File: src/fcp_pkg.sv
package fcp_pkg;

  // Control word fields.
  localparam int CW_W          = 16;
  localparam int RC_HI         = 11;
  localparam int RC_LO         = 10;
  localparam int PC_HI         = 9;
  localparam int PC_LO         = 8;
  localparam int MASK_W        = 6;
  localparam int INFCTL_BIT    = 12;
  localparam logic [15:0] CW_KEEP = 16'h0F3F;

  // Pointer image fields.
  localparam int PTR_W         = 64;
  localparam int OPC_W         = 11;

  // Offsets inside the saved environment image.
  localparam logic [7:0] ENV32_IP_OFS = 8'h0C;
  localparam logic [7:0] ENV32_DP_OFS = 8'h14;
  localparam logic [7:0] ENV16_IP_OFS = 8'h06;
  localparam logic [7:0] ENV16_DP_OFS = 8'h0A;

  typedef enum logic [1:0] {
    FCP_RND_NEAREST = 2'h0,
    FCP_RND_DOWN    = 2'h1,
    FCP_RND_UP      = 2'h2,
    FCP_RND_CHOP    = 2'h3
  } fcp_round_t;

  typedef enum logic [1:0] {
    FCP_PREC_SINGLE   = 2'h0,
    FCP_PREC_RESERVED = 2'h1,
    FCP_PREC_DOUBLE   = 2'h2,
    FCP_PREC_EXTENDED = 2'h3
  } fcp_prec_t;

  // Control word access commands from the execution core.
  typedef enum logic [1:0] {
    FCP_CMD_NONE,
    FCP_CMD_LOAD_CW,
    FCP_CMD_STORE_CW,
    FCP_CMD_STORE_CW_NOWAIT
  } fcp_cw_cmd_t;

  // Environment access commands.
  typedef enum logic [2:0] {
    FCP_ENV_NONE,
    FCP_ENV_LOAD,
    FCP_ENV_RESTORE,
    FCP_ENV_STORE,
    FCP_ENV_STORE_NOWAIT,
    FCP_ENV_SAVE,
    FCP_ENV_SAVE_NOWAIT
  } fcp_env_cmd_t;

endpackage

File: src/fcp_ptr_fmt.sv
`timescale 1ns/1ps
`default_nettype none

// Packs a captured address into the pointer image for one format and mode.
module fcp_ptr_fmt (
  input  wire logic        fmt32,
  input  wire logic        prot,
  input  wire logic        with_opc,
  input  wire logic [15:0] sel,
  input  wire logic [31:0] ofs,
  input  wire logic [10:0] opc,
  output logic      [63:0] image
);
  import fcp_pkg::*;

  logic [63:0] img_p32;
  logic [63:0] img_r32;
  logic [63:0] img_p16;
  logic [63:0] img_r16;
  logic [11:0] opc32;
  logic [11:0] mid16;

  // Unused and undefined fields are driven to zero so images compare cleanly.
  assign opc32   = with_opc ? {1'b0, opc} : 12'h000;
  assign mid16   = with_opc ? {1'b0, opc} : 12'h000;
  assign img_p32 = {16'h0000, sel, ofs};
  assign img_r32 = {3'h0, ofs[31:16], 1'b0, opc32, 16'h0000, ofs[15:0]};
  assign img_p16 = {32'h0000_0000, sel, ofs[15:0]};
  assign img_r16 = {32'h0000_0000, ofs[19:16], mid16, ofs[15:0]};
  assign image   = fmt32 ? (prot ? img_p32 : img_r32) : (prot ? img_p16 : img_r16);

endmodule

`default_nettype wire

File: src/fcp_top.sv
// Behaviour
// - Bits 11-10 select the rounding mode.
// - Bits 9-8 select result precision; 01 reserved.
// - Bits 5-0 mask six exceptions, 1 masks.
// - Bit 12 unused; reserved bits undefined.
// - Control word reached only via its instructions.
// - Exception records faulting operand address.
// - Layout chosen by operand size and mode.
// - 32-bit protected: selector and 32-bit offset.
// - 32-bit real: address split, zero gaps.
// - 16-bit protected: selector high, offset low.
// - 16-bit real: address 19-16 at top.
// - Protected instruction pointer holds selector, offset.
// - 32-bit real instruction pointer address split.
// - Real layouts also store 11-bit opcode.
// - 16-bit real instruction pointer, bit 27 zero.
// - Pointers reached only by environment instructions.
// - Data pointer at 14h or Ah.
// - Instruction pointer at Ch or 6h.
`timescale 1ns/1ps
`default_nettype none

module fcp_top (
  input  wire logic                  clk,
  input  wire logic                  nrst,
  input  wire fcp_pkg::fcp_cw_cmd_t  cw_cmd,
  input  wire logic [15:0]           cw_wdata,
  output logic      [15:0]           cw_rdata,
  output logic                       cw_rvalid,
  input  wire fcp_pkg::fcp_env_cmd_t env_cmd,
  input  wire logic                  env_fmt32,
  input  wire logic [63:0]           env_dp_wdata,
  input  wire logic [63:0]           env_ip_wdata,
  output logic      [63:0]           env_dp_rdata,
  output logic      [63:0]           env_ip_rdata,
  output logic      [7:0]            env_dp_ofs,
  output logic      [7:0]            env_ip_ofs,
  output logic                       env_rvalid,
  input  wire logic                  exc_event,
  input  wire logic                  exc_fmt32,
  input  wire logic                  exc_prot,
  input  wire logic [15:0]           exc_data_sel,
  input  wire logic [31:0]           exc_data_ofs,
  input  wire logic [15:0]           exc_code_sel,
  input  wire logic [31:0]           exc_code_ofs,
  input  wire logic [10:0]           exc_opcode,
  output var  fcp_pkg::fcp_round_t   rounding_select,
  output var  fcp_pkg::fcp_prec_t    precision_select,
  output logic      [5:0]            exc_mask
);
  import fcp_pkg::*;

  logic [15:0] float_control_word;
  logic [63:0] fault_operand_pointer;
  logic [63:0] fault_instruction_pointer;
  logic [63:0] dp_image;
  logic [63:0] ip_image;
  logic        cw_load;
  logic        cw_store;
  logic        env_write;
  logic        env_read;
  logic [15:0] next_cw;

  // Command decode; apart from exception capture, nothing else reaches the registers.
  assign cw_load   = (cw_cmd == FCP_CMD_LOAD_CW);
  assign cw_store  = (cw_cmd == FCP_CMD_STORE_CW) || (cw_cmd == FCP_CMD_STORE_CW_NOWAIT);
  assign env_write = (env_cmd == FCP_ENV_LOAD) || (env_cmd == FCP_ENV_RESTORE);
  assign env_read  = (env_cmd == FCP_ENV_STORE) || (env_cmd == FCP_ENV_STORE_NOWAIT)
                  || (env_cmd == FCP_ENV_SAVE) || (env_cmd == FCP_ENV_SAVE_NOWAIT);

  // Reserved bits and the inert infinity control are stored as zero.
  assign next_cw = cw_wdata & CW_KEEP;

  // Operand pointer packing in the selected layout.
  fcp_ptr_fmt u_dp_fmt (
    .fmt32    (exc_fmt32),
    .prot     (exc_prot),
    .with_opc (1'b0),
    .sel      (exc_data_sel),
    .ofs      (exc_data_ofs),
    .opc      (exc_opcode),
    .image    (dp_image)
  );

  // Instruction pointer packing, opcode only in real layouts.
  fcp_ptr_fmt u_ip_fmt (
    .fmt32    (exc_fmt32),
    .prot     (exc_prot),
    .with_opc (1'b1),
    .sel      (exc_code_sel),
    .ofs      (exc_code_ofs),
    .opc      (exc_opcode),
    .image    (ip_image)
  );

  // Control word register; contents are undefined after reset, cleared here.
  always_ff @(posedge clk) begin
    if (!nrst) begin
      float_control_word <= 16'h0000;
    end else if (cw_load) begin
      float_control_word <= next_cw;
    end
  end

  // Fault pointers; an exception wins over a same-cycle environment load.
  always_ff @(posedge clk) begin
    if (!nrst) begin
      fault_operand_pointer     <= 64'h0000_0000_0000_0000;
      fault_instruction_pointer <= 64'h0000_0000_0000_0000;
    end else if (exc_event) begin
      fault_operand_pointer     <= dp_image;
      fault_instruction_pointer <= ip_image;
    end else if (env_write) begin
      fault_operand_pointer     <= env_dp_wdata;
      fault_instruction_pointer <= env_ip_wdata;
    end
  end

  // Mode outputs registered from the stored word.
  always_ff @(posedge clk) begin
    if (!nrst) begin
      rounding_select  <= FCP_RND_NEAREST;
      precision_select <= FCP_PREC_SINGLE;
      exc_mask         <= 6'h00;
    end else begin
      rounding_select  <= fcp_round_t'(float_control_word[RC_HI:RC_LO]);
      precision_select <= fcp_prec_t'(float_control_word[PC_HI:PC_LO]);
      exc_mask         <= float_control_word[MASK_W-1:0];
    end
  end

  // Store paths answer one cycle after the command.
  always_ff @(posedge clk) begin
    if (!nrst) begin
      cw_rdata     <= 16'h0000;
      cw_rvalid    <= 1'b0;
      env_dp_rdata <= 64'h0000_0000_0000_0000;
      env_ip_rdata <= 64'h0000_0000_0000_0000;
      env_dp_ofs   <= 8'h00;
      env_ip_ofs   <= 8'h00;
      env_rvalid   <= 1'b0;
    end else begin
      cw_rvalid  <= cw_store;
      env_rvalid <= env_read;
      if (cw_store) begin
        cw_rdata <= float_control_word;
      end
      if (env_read) begin
        env_dp_rdata <= fault_operand_pointer;
        env_ip_rdata <= fault_instruction_pointer;
        env_dp_ofs   <= env_fmt32 ? ENV32_DP_OFS : ENV16_DP_OFS;
        env_ip_ofs   <= env_fmt32 ? ENV32_IP_OFS : ENV16_IP_OFS;
      end
    end
  end
endmodule

`default_nettype wire

File: config.mk
export PLATFORM = sky130hd
export DESIGN_NAME = fcp_top
export DESIGN_NICKNAME = d
export VERILOG_FILES = /design/src/fcp_pkg.sv /design/src/fcp_ptr_fmt.sv /design/src/fcp_top.sv
export SDC_FILE = /design/constraint.sdc
export NUM_CORES = 1
export LEC_CHECK = 0
export ABC_CLOCK_PERIOD_IN_PS = 1400
export BUFFER_PORTS_ARGS = -buffer_cell sky130_fd_sc_hd__buf_2
export CAP_MARGIN = 10
export CORE_MARGIN = 2
export CORE_UTILIZATION = 45
export DETAILED_ROUTE_END_ITERATION = 16
export PLACE_DENSITY = 0.79
export SLEW_MARGIN = 25
export SYNTH_ARGS = -nofsm -noshare
export SYNTH_HDL_FRONTEND = slang
export SYNTH_SLANG_ARGS = --single-unit
File: constraint.sdc
create_clock -name clk -period 1.4 [get_ports clk]
set_input_delay 0.14 -clock clk [delete_from_list [all_inputs] [get_ports clk]]
set_output_delay 0.14 -clock clk [all_outputs]
set_load 0.01 [all_outputs]
# ---- Word level (Yosys, flattened, before mapping)
# Index checks and enable logic that the tools add are counted.
dict set report word_totals {
  register_bits 304
  latchBits 0
  ram_bits 0
  romBits 0
  input_bits 262
  out_inout_bits 172
  wordCells 40
  mem_count 0
}
dict set report op_classes {
  n_addsub 0
  multipliers 0
  div_mod_pow 0
  magnitude_cmp 0
  eq_ne 9
  n_shift 0
  n_mux 12
  n_bitwise 0
  n_reduce_logical 6
}
# op count
set ops {}
lappend ops {{$mux W64} 6}
lappend ops {{$mux W61} 2}
lappend ops {{$mux W32} 2}
lappend ops {{$eq A3 B3 Y1 const B} 3}
lappend ops {{$eq A3 B2 Y1 const B} 2}
lappend ops {{$logic_or A1 B1 Y1} 5}
lappend ops {{$mux W5} 1}
lappend ops {{$eq A2 B2 Y1 const B} 2}
lappend ops {{$mux W4} 1}
lappend ops {{$eq A3 B1 Y1 const B} 1}
lappend ops {{$eq A2 B1 Y1 const B} 1}
lappend ops {{$reduce_bool A2 Y1} 1}

# ---- Longest topological paths before layout
dict set report depth {
  word_depth 4
  ltp_mapped 8
  depth_no_buf 3
}

# ---- Hierarchy
# Synthesis repeated with hierarchy kept, for this count alone.
dict set report hier_totals {
  cells_unflattened 1731
  hier_area_um2 14018.4
}
# mod n_inst cells_per_inst area_each_um2 seq_area_each_um2
set modules_own_cells {}
lappend modules_own_cells {fcp_top 1 1461 12294.3 5825.6}
lappend modules_own_cells {fcp_ptr_fmt 2 135 862.1 0.0}

# ---- Least setup slack after synthesis
# Ideal clock, no wire load.
dict set report synth_path {
  path_type {input-to-reg}
  start {input exc_prot}
  end {register fault_instruction_pointer[23]}
  setup_time_ns 0.117
  arrival_time_ns 1.170
  t_required_ns 1.283
  path_slack_ns 0.114
  path_stages 5
  n_path_buf 2
  cell_sequence {buf_4 > buf_4 > mux2_2 > a211oi_1 > and4b_1}
}
dict set report synth_via {
  elab_chain_len 3
  word_cells_on_any_way 4
  classes_between {mux (4)}
}
# element line_no
set synth_rtl {}
lappend synth_rtl {{start: declaration} fcp_top.sv:41} ;# input wire logic exc_prot,
lappend synth_rtl {{$mux W32 or $mux W61 (tied branches)} fcp_ptr_fmt.sv:30} ;# assign image = fmt32 ? (prot ? img_p32 : img_r32) : (prot ? img_p16 : img_r16);
lappend synth_rtl {{$mux W64 *} fcp_ptr_fmt.sv:30}
lappend synth_rtl {{$mux W64 *} fcp_top.sv:110} ;# end else if (exc_event) begin
lappend synth_rtl {{end signal: assignment} fcp_top.sv:112} ;# fault_instruction_pointer <= ip_image;
lappend synth_rtl {{end signal: assignment} fcp_top.sv:115} ;# fault_instruction_pointer <= env_ip_wdata;
lappend synth_rtl {{end: declaration} fcp_top.sv:55} ;# logic [63:0] fault_instruction_pointer;
# Every way passes the cells marked *; elsewhere a longest branch is shown, timed or not.
# A chain may end at the register's enable or synchronous reset.

# ---- Worst setup path after layout
dict set report layout_path {
  start {input env_cmd[1]}
  end {register fault_operand_pointer[10]}
}
dict set report layout_via {
  elab_chain_len 3
  word_cells_on_any_way 4
  classes_between {eq/ne (2); reduce/logical (2)}
}
# element line_no
set layout_rtl {}
lappend layout_rtl {{start: declaration} fcp_top.sv:30} ;# input wire fcp_pkg::fcp_env_cmd_t env_cmd,
lappend layout_rtl {{$eq A3 B1 Y1 or $eq A3 B2 Y1 (tied branches)} fcp_top.sv:67} ;# assign env_write = (env_cmd == FCP_ENV_LOAD) || (env_cmd == FCP_ENV_RESTORE);
lappend layout_rtl {{$logic_or A1 B1 Y1 *} fcp_top.sv:67}
lappend layout_rtl {{$reduce_bool A2 Y1 (no line) *} n/a}
lappend layout_rtl {{end signal: assignment} fcp_top.sv:111} ;# fault_operand_pointer <= dp_image;
lappend layout_rtl {{end signal: assignment} fcp_top.sv:114} ;# fault_operand_pointer <= env_dp_wdata;
lappend layout_rtl {{end: declaration} fcp_top.sv:54} ;# logic [63:0] fault_operand_pointer;
# Marked as above.

==> impl_metrics.tcl <==
set metrics [dict create \
    holdWs_ps -19.54 \
    postRouteWirelength_um 54380 \
    routed_via_density 6.165 \
    grt_start_max_net_pins 70 \
    synth-compound-area-share_pct 27.76 \
    max_vdd_drop_v 0.0009633 \
    finalHoldViolCount 2 \
    detail_route.first_pass.iterations 7 \
    detailed_place_hpwl_um 33720 \
    grt_pass1_wl_um 81590 \
    muxShareOfSynthArea_pct 4.013 \
    critical_path.max_fanout 38 \
    worst-endpoint-arrival_ps 1870 \
    cp_data_required_time_ps 1890 \
    maxSlewViolCount 0 \
    synth_seq_cells 291 \
    ys_warn_count 0 \
    grt_pass1_vias 14450 \
    status "finished with violations" \
    synthesized_area_per_cell_um2 8.459 \
    via_count 15150 \
    finalNonFillerCells 2457 \
    p_leak_uw 0.007721 \
    synth_adder_area_share_pct 0 \
    power_per_cell_area_nw_per_um2 1152 \
    synth_simple_gate_area_share_pct 14.00 \
    grt-ovfl-total 0 \
    setup_viol_count_final 0 \
    placement.io_buffers 412 \
    initial_utilization_pct 45.34 \
    core.rowCount 62 \
    gpl.final_weighted_congestion 0.9263 \
    min_period_ps 1382 \
    fin_tns_setup_ps 0 \
    cell_internal_pwr_uw 15500 \
    maxCapViolCount 0 \
    cts.clk_slew.worst_paths_ps 60 \
    area_of_the_multi_input_gates_um2 6037 \
    core_region_area_um2 28470 \
    placed_cells_incl_taps 2230 \
    synth_xor_area_share_pct 0.3392 \
    die_w_um 173.4 \
    antenna_violating_nets_post_route 0 \
    synth_top_family_by_area "compound AO/OA/AOI/OAI gates" \
    share_of_cells_above_drive_strength_1_pct 29.68 \
    period_utilization_pct 98.68 \
    clock_sink_count 291 \
    mostFrequentLayoutCells "409 x sky130_fd_sc_hd__buf_2, 290 x sky130_fd_sc_hd__dfxtp_1, 259 x sky130_fd_sc_hd__o21ai_0, 203 x sky130_fd_sc_hd__nand3_1, 176 x sky130_fd_sc_hd__a21oi_1" \
    clkPwrFrac_pct 39.7 \
    tritoncts "yes" \
    worst_skew_pair.late_latency_ps 570 \
    netSwitchingPower_uw 5805 \
    synthesis.area_um2 12910 \
    cp-end-kind "flop" \
    share_comb_of_total_power_pct 18.0 \
    pwr-share-seq_pct 42.4 \
    worstHoldPathType "input pin to flop" \
    initial_antenna_violation_count 4 \
    cts_max_path_buffers 3 \
    max_slew_margin_pct 66.53 \
    post-route-drc-count 0 \
    syn2layout_area_growth_pct 43.25 \
    clock_tree.htree_level_count 1 \
    setup.worst_path.class "input pin to flop" \
    nets 2311 \
    clk_tree_root_cell "sky130_fd_sc_hd__clkbuf_16" \
    fill_cells 2195 \
    drt-initial-drc-count 2066 \
    synth.distinct_cells 40 \
    post_drt_wl_per_cell_um 22.13 \
    design.portCount 434 \
    violations "hold timing" \
    die_height_um 173.4 \
    cts-buffers-inserted 31 \
    area.sequential_um2 5827 \
    final_common_cell "sky130_fd_sc_hd__buf_2" \
    netlist_instances 1526 \
    timing.clock.skew_ps 27.16 \
    gr-usage-all-layers_pct 33.64 \
    tightestPinTransition_ps 496.7 \
    synth.yosys.seq_area_share_pct 45.13 \
    design.die.area_um2 30060 \
    timing.fmax_mhz 723.8 \
    net_sw_share_pct 27.25 \
    setup.worst_path.start_class "input pin" \
]
critical path, cell delays in order:
cell	delay, ps
sky130_fd_sc_hd__buf_2	200
sky130_fd_sc_hd__xor2_4	270
sky130_fd_sc_hd__buf_12	240
sky130_fd_sc_hd__nand3_1	170
sky130_fd_sc_hd__a31oi_1	220
sky130_fd_sc_hd__dlygate4sd3_1	590
final timing paths:
kind                                  from                   endpoint  slack (ps)  depth (start not counted)
hold reg to reg           env_ip_rdata[27]           env_ip_rdata[27]         460                          2
setup / recovery                env_cmd[1]  fault_operand_pointer[10]          20                          6
setup reg to reg  fault_operand_pointer[5]   fault_operand_pointer[5]          30                          3
hold / removal             exc_data_sel[2]  fault_operand_pointer[34]         -20                          3
cell families (layout without fill, tap and decap cells):
group                     count (synthesis)  count (layout)
DFF                                     291             291
other                                     1              19
xor gates and xnor gates                  2               2
muxes                                    48              48
AOI/OAI and AO/OA                       624             624
buffers and inverters                   214             743
and+or+nand+nor                         346             346
layout make-up:
class	instances	area share (%)
timing repair buffer	686	27.48
multi-input combinational	1035	32.65
tap	384	2.598
clock buffer	40	4.648
antenna	4	0.05413
sequential	291	31.51
clock inverter	13	0.9067
inverter	4	0.1556
power groups by stage:
stage	sequential, uW	combinational [uW]	clock (uW)
after detailed placement	9180	3160	0
final	9030	3820	8450
after floorplan	9200	1720	0
after global routing	9070	4030	8860
after CTS	9010	3560	8470
after global placement	9170	3110	0
synth_stat cells (all sizes together):
cell	n	share of area, %
o21a	1	0.058
mux2	30	2.6
xor2	1	0.13
a21boi	1	0.087
and2	11	0.53
clkbuf	102	3.0
a21bo	1	0.078
clkinv	1	0.029
o211a	1	0.078
mux2i	18	1.4
o21ai	264	10
nand2	23	0.67
a21oi	176	6.8
or4	19	1.1
nor2	55	1.6
and4	8	0.54
a22oi	26	1.5
a311oi	28	1.9
xnor2	1	0.21
buf	108	5.6
a221oi	26	1.8
dfxtp	291	45
nand2b	1	0.048
conb	1	0.029
nor2b	1	0.048
a211oi	28	1.6
and3	11	0.53
nand3	203	7.9
nand3b	1	0.058
inv	3	0.087
o211ai	8	0.47
and3b	2	0.14
and4b	11	0.85
a31oi	64	3.1
stage by stage:
step                      hold WS (ps)  setup WS, ps  util [%]  total power [uW]  area, um^2
after floorplan                  276.0         113.5         -             10920       12960
after global placement           383.4        -34.43     55.13             12290       15700
after detailed placement         386.4        -72.08     55.13             12340       15700
after CTS                        1.912         23.41     64.57             21040       18380
after global routing             1.882        -10.37     64.92             21960       18480
final                           -19.54         18.44     64.95             21300       18490
routing by layer:
layer  part of all wire (%)  track usage (%)  vias to the layer above  routed length, um
met5                  0.024                0                        -                 13
met4                    4.9            15.82                        2               2689
met3                     12            7.434                      217               6386
met2                     46            55.80                     1222              24990
met1                     37            41.67                     7040              20300
li1                       -                -                     6667                  -
timing repair:
| item | in CTS | in global routing |
|---|---|---|
| hold endpoints to repair | 117 | 0 |
| endpoints found under the setup margin | 0 | 25 |
| resized for setup | 0 | 8 |
| setup buffers | 0 | 7 |
| hold buffers | 166 | 0 |
flip-flops by register name, indices dropped and copies added (netlist names), 6 cells and up:
register	flops
env_dp_rdata	64
env_ip_rdata	64
fault_instruction_pointer	64
fault_operand_pointer	64
cw_rdata	10
float_control_word	10
exc_mask	6
Note: power is estimated with default switching activity, not from simulation.
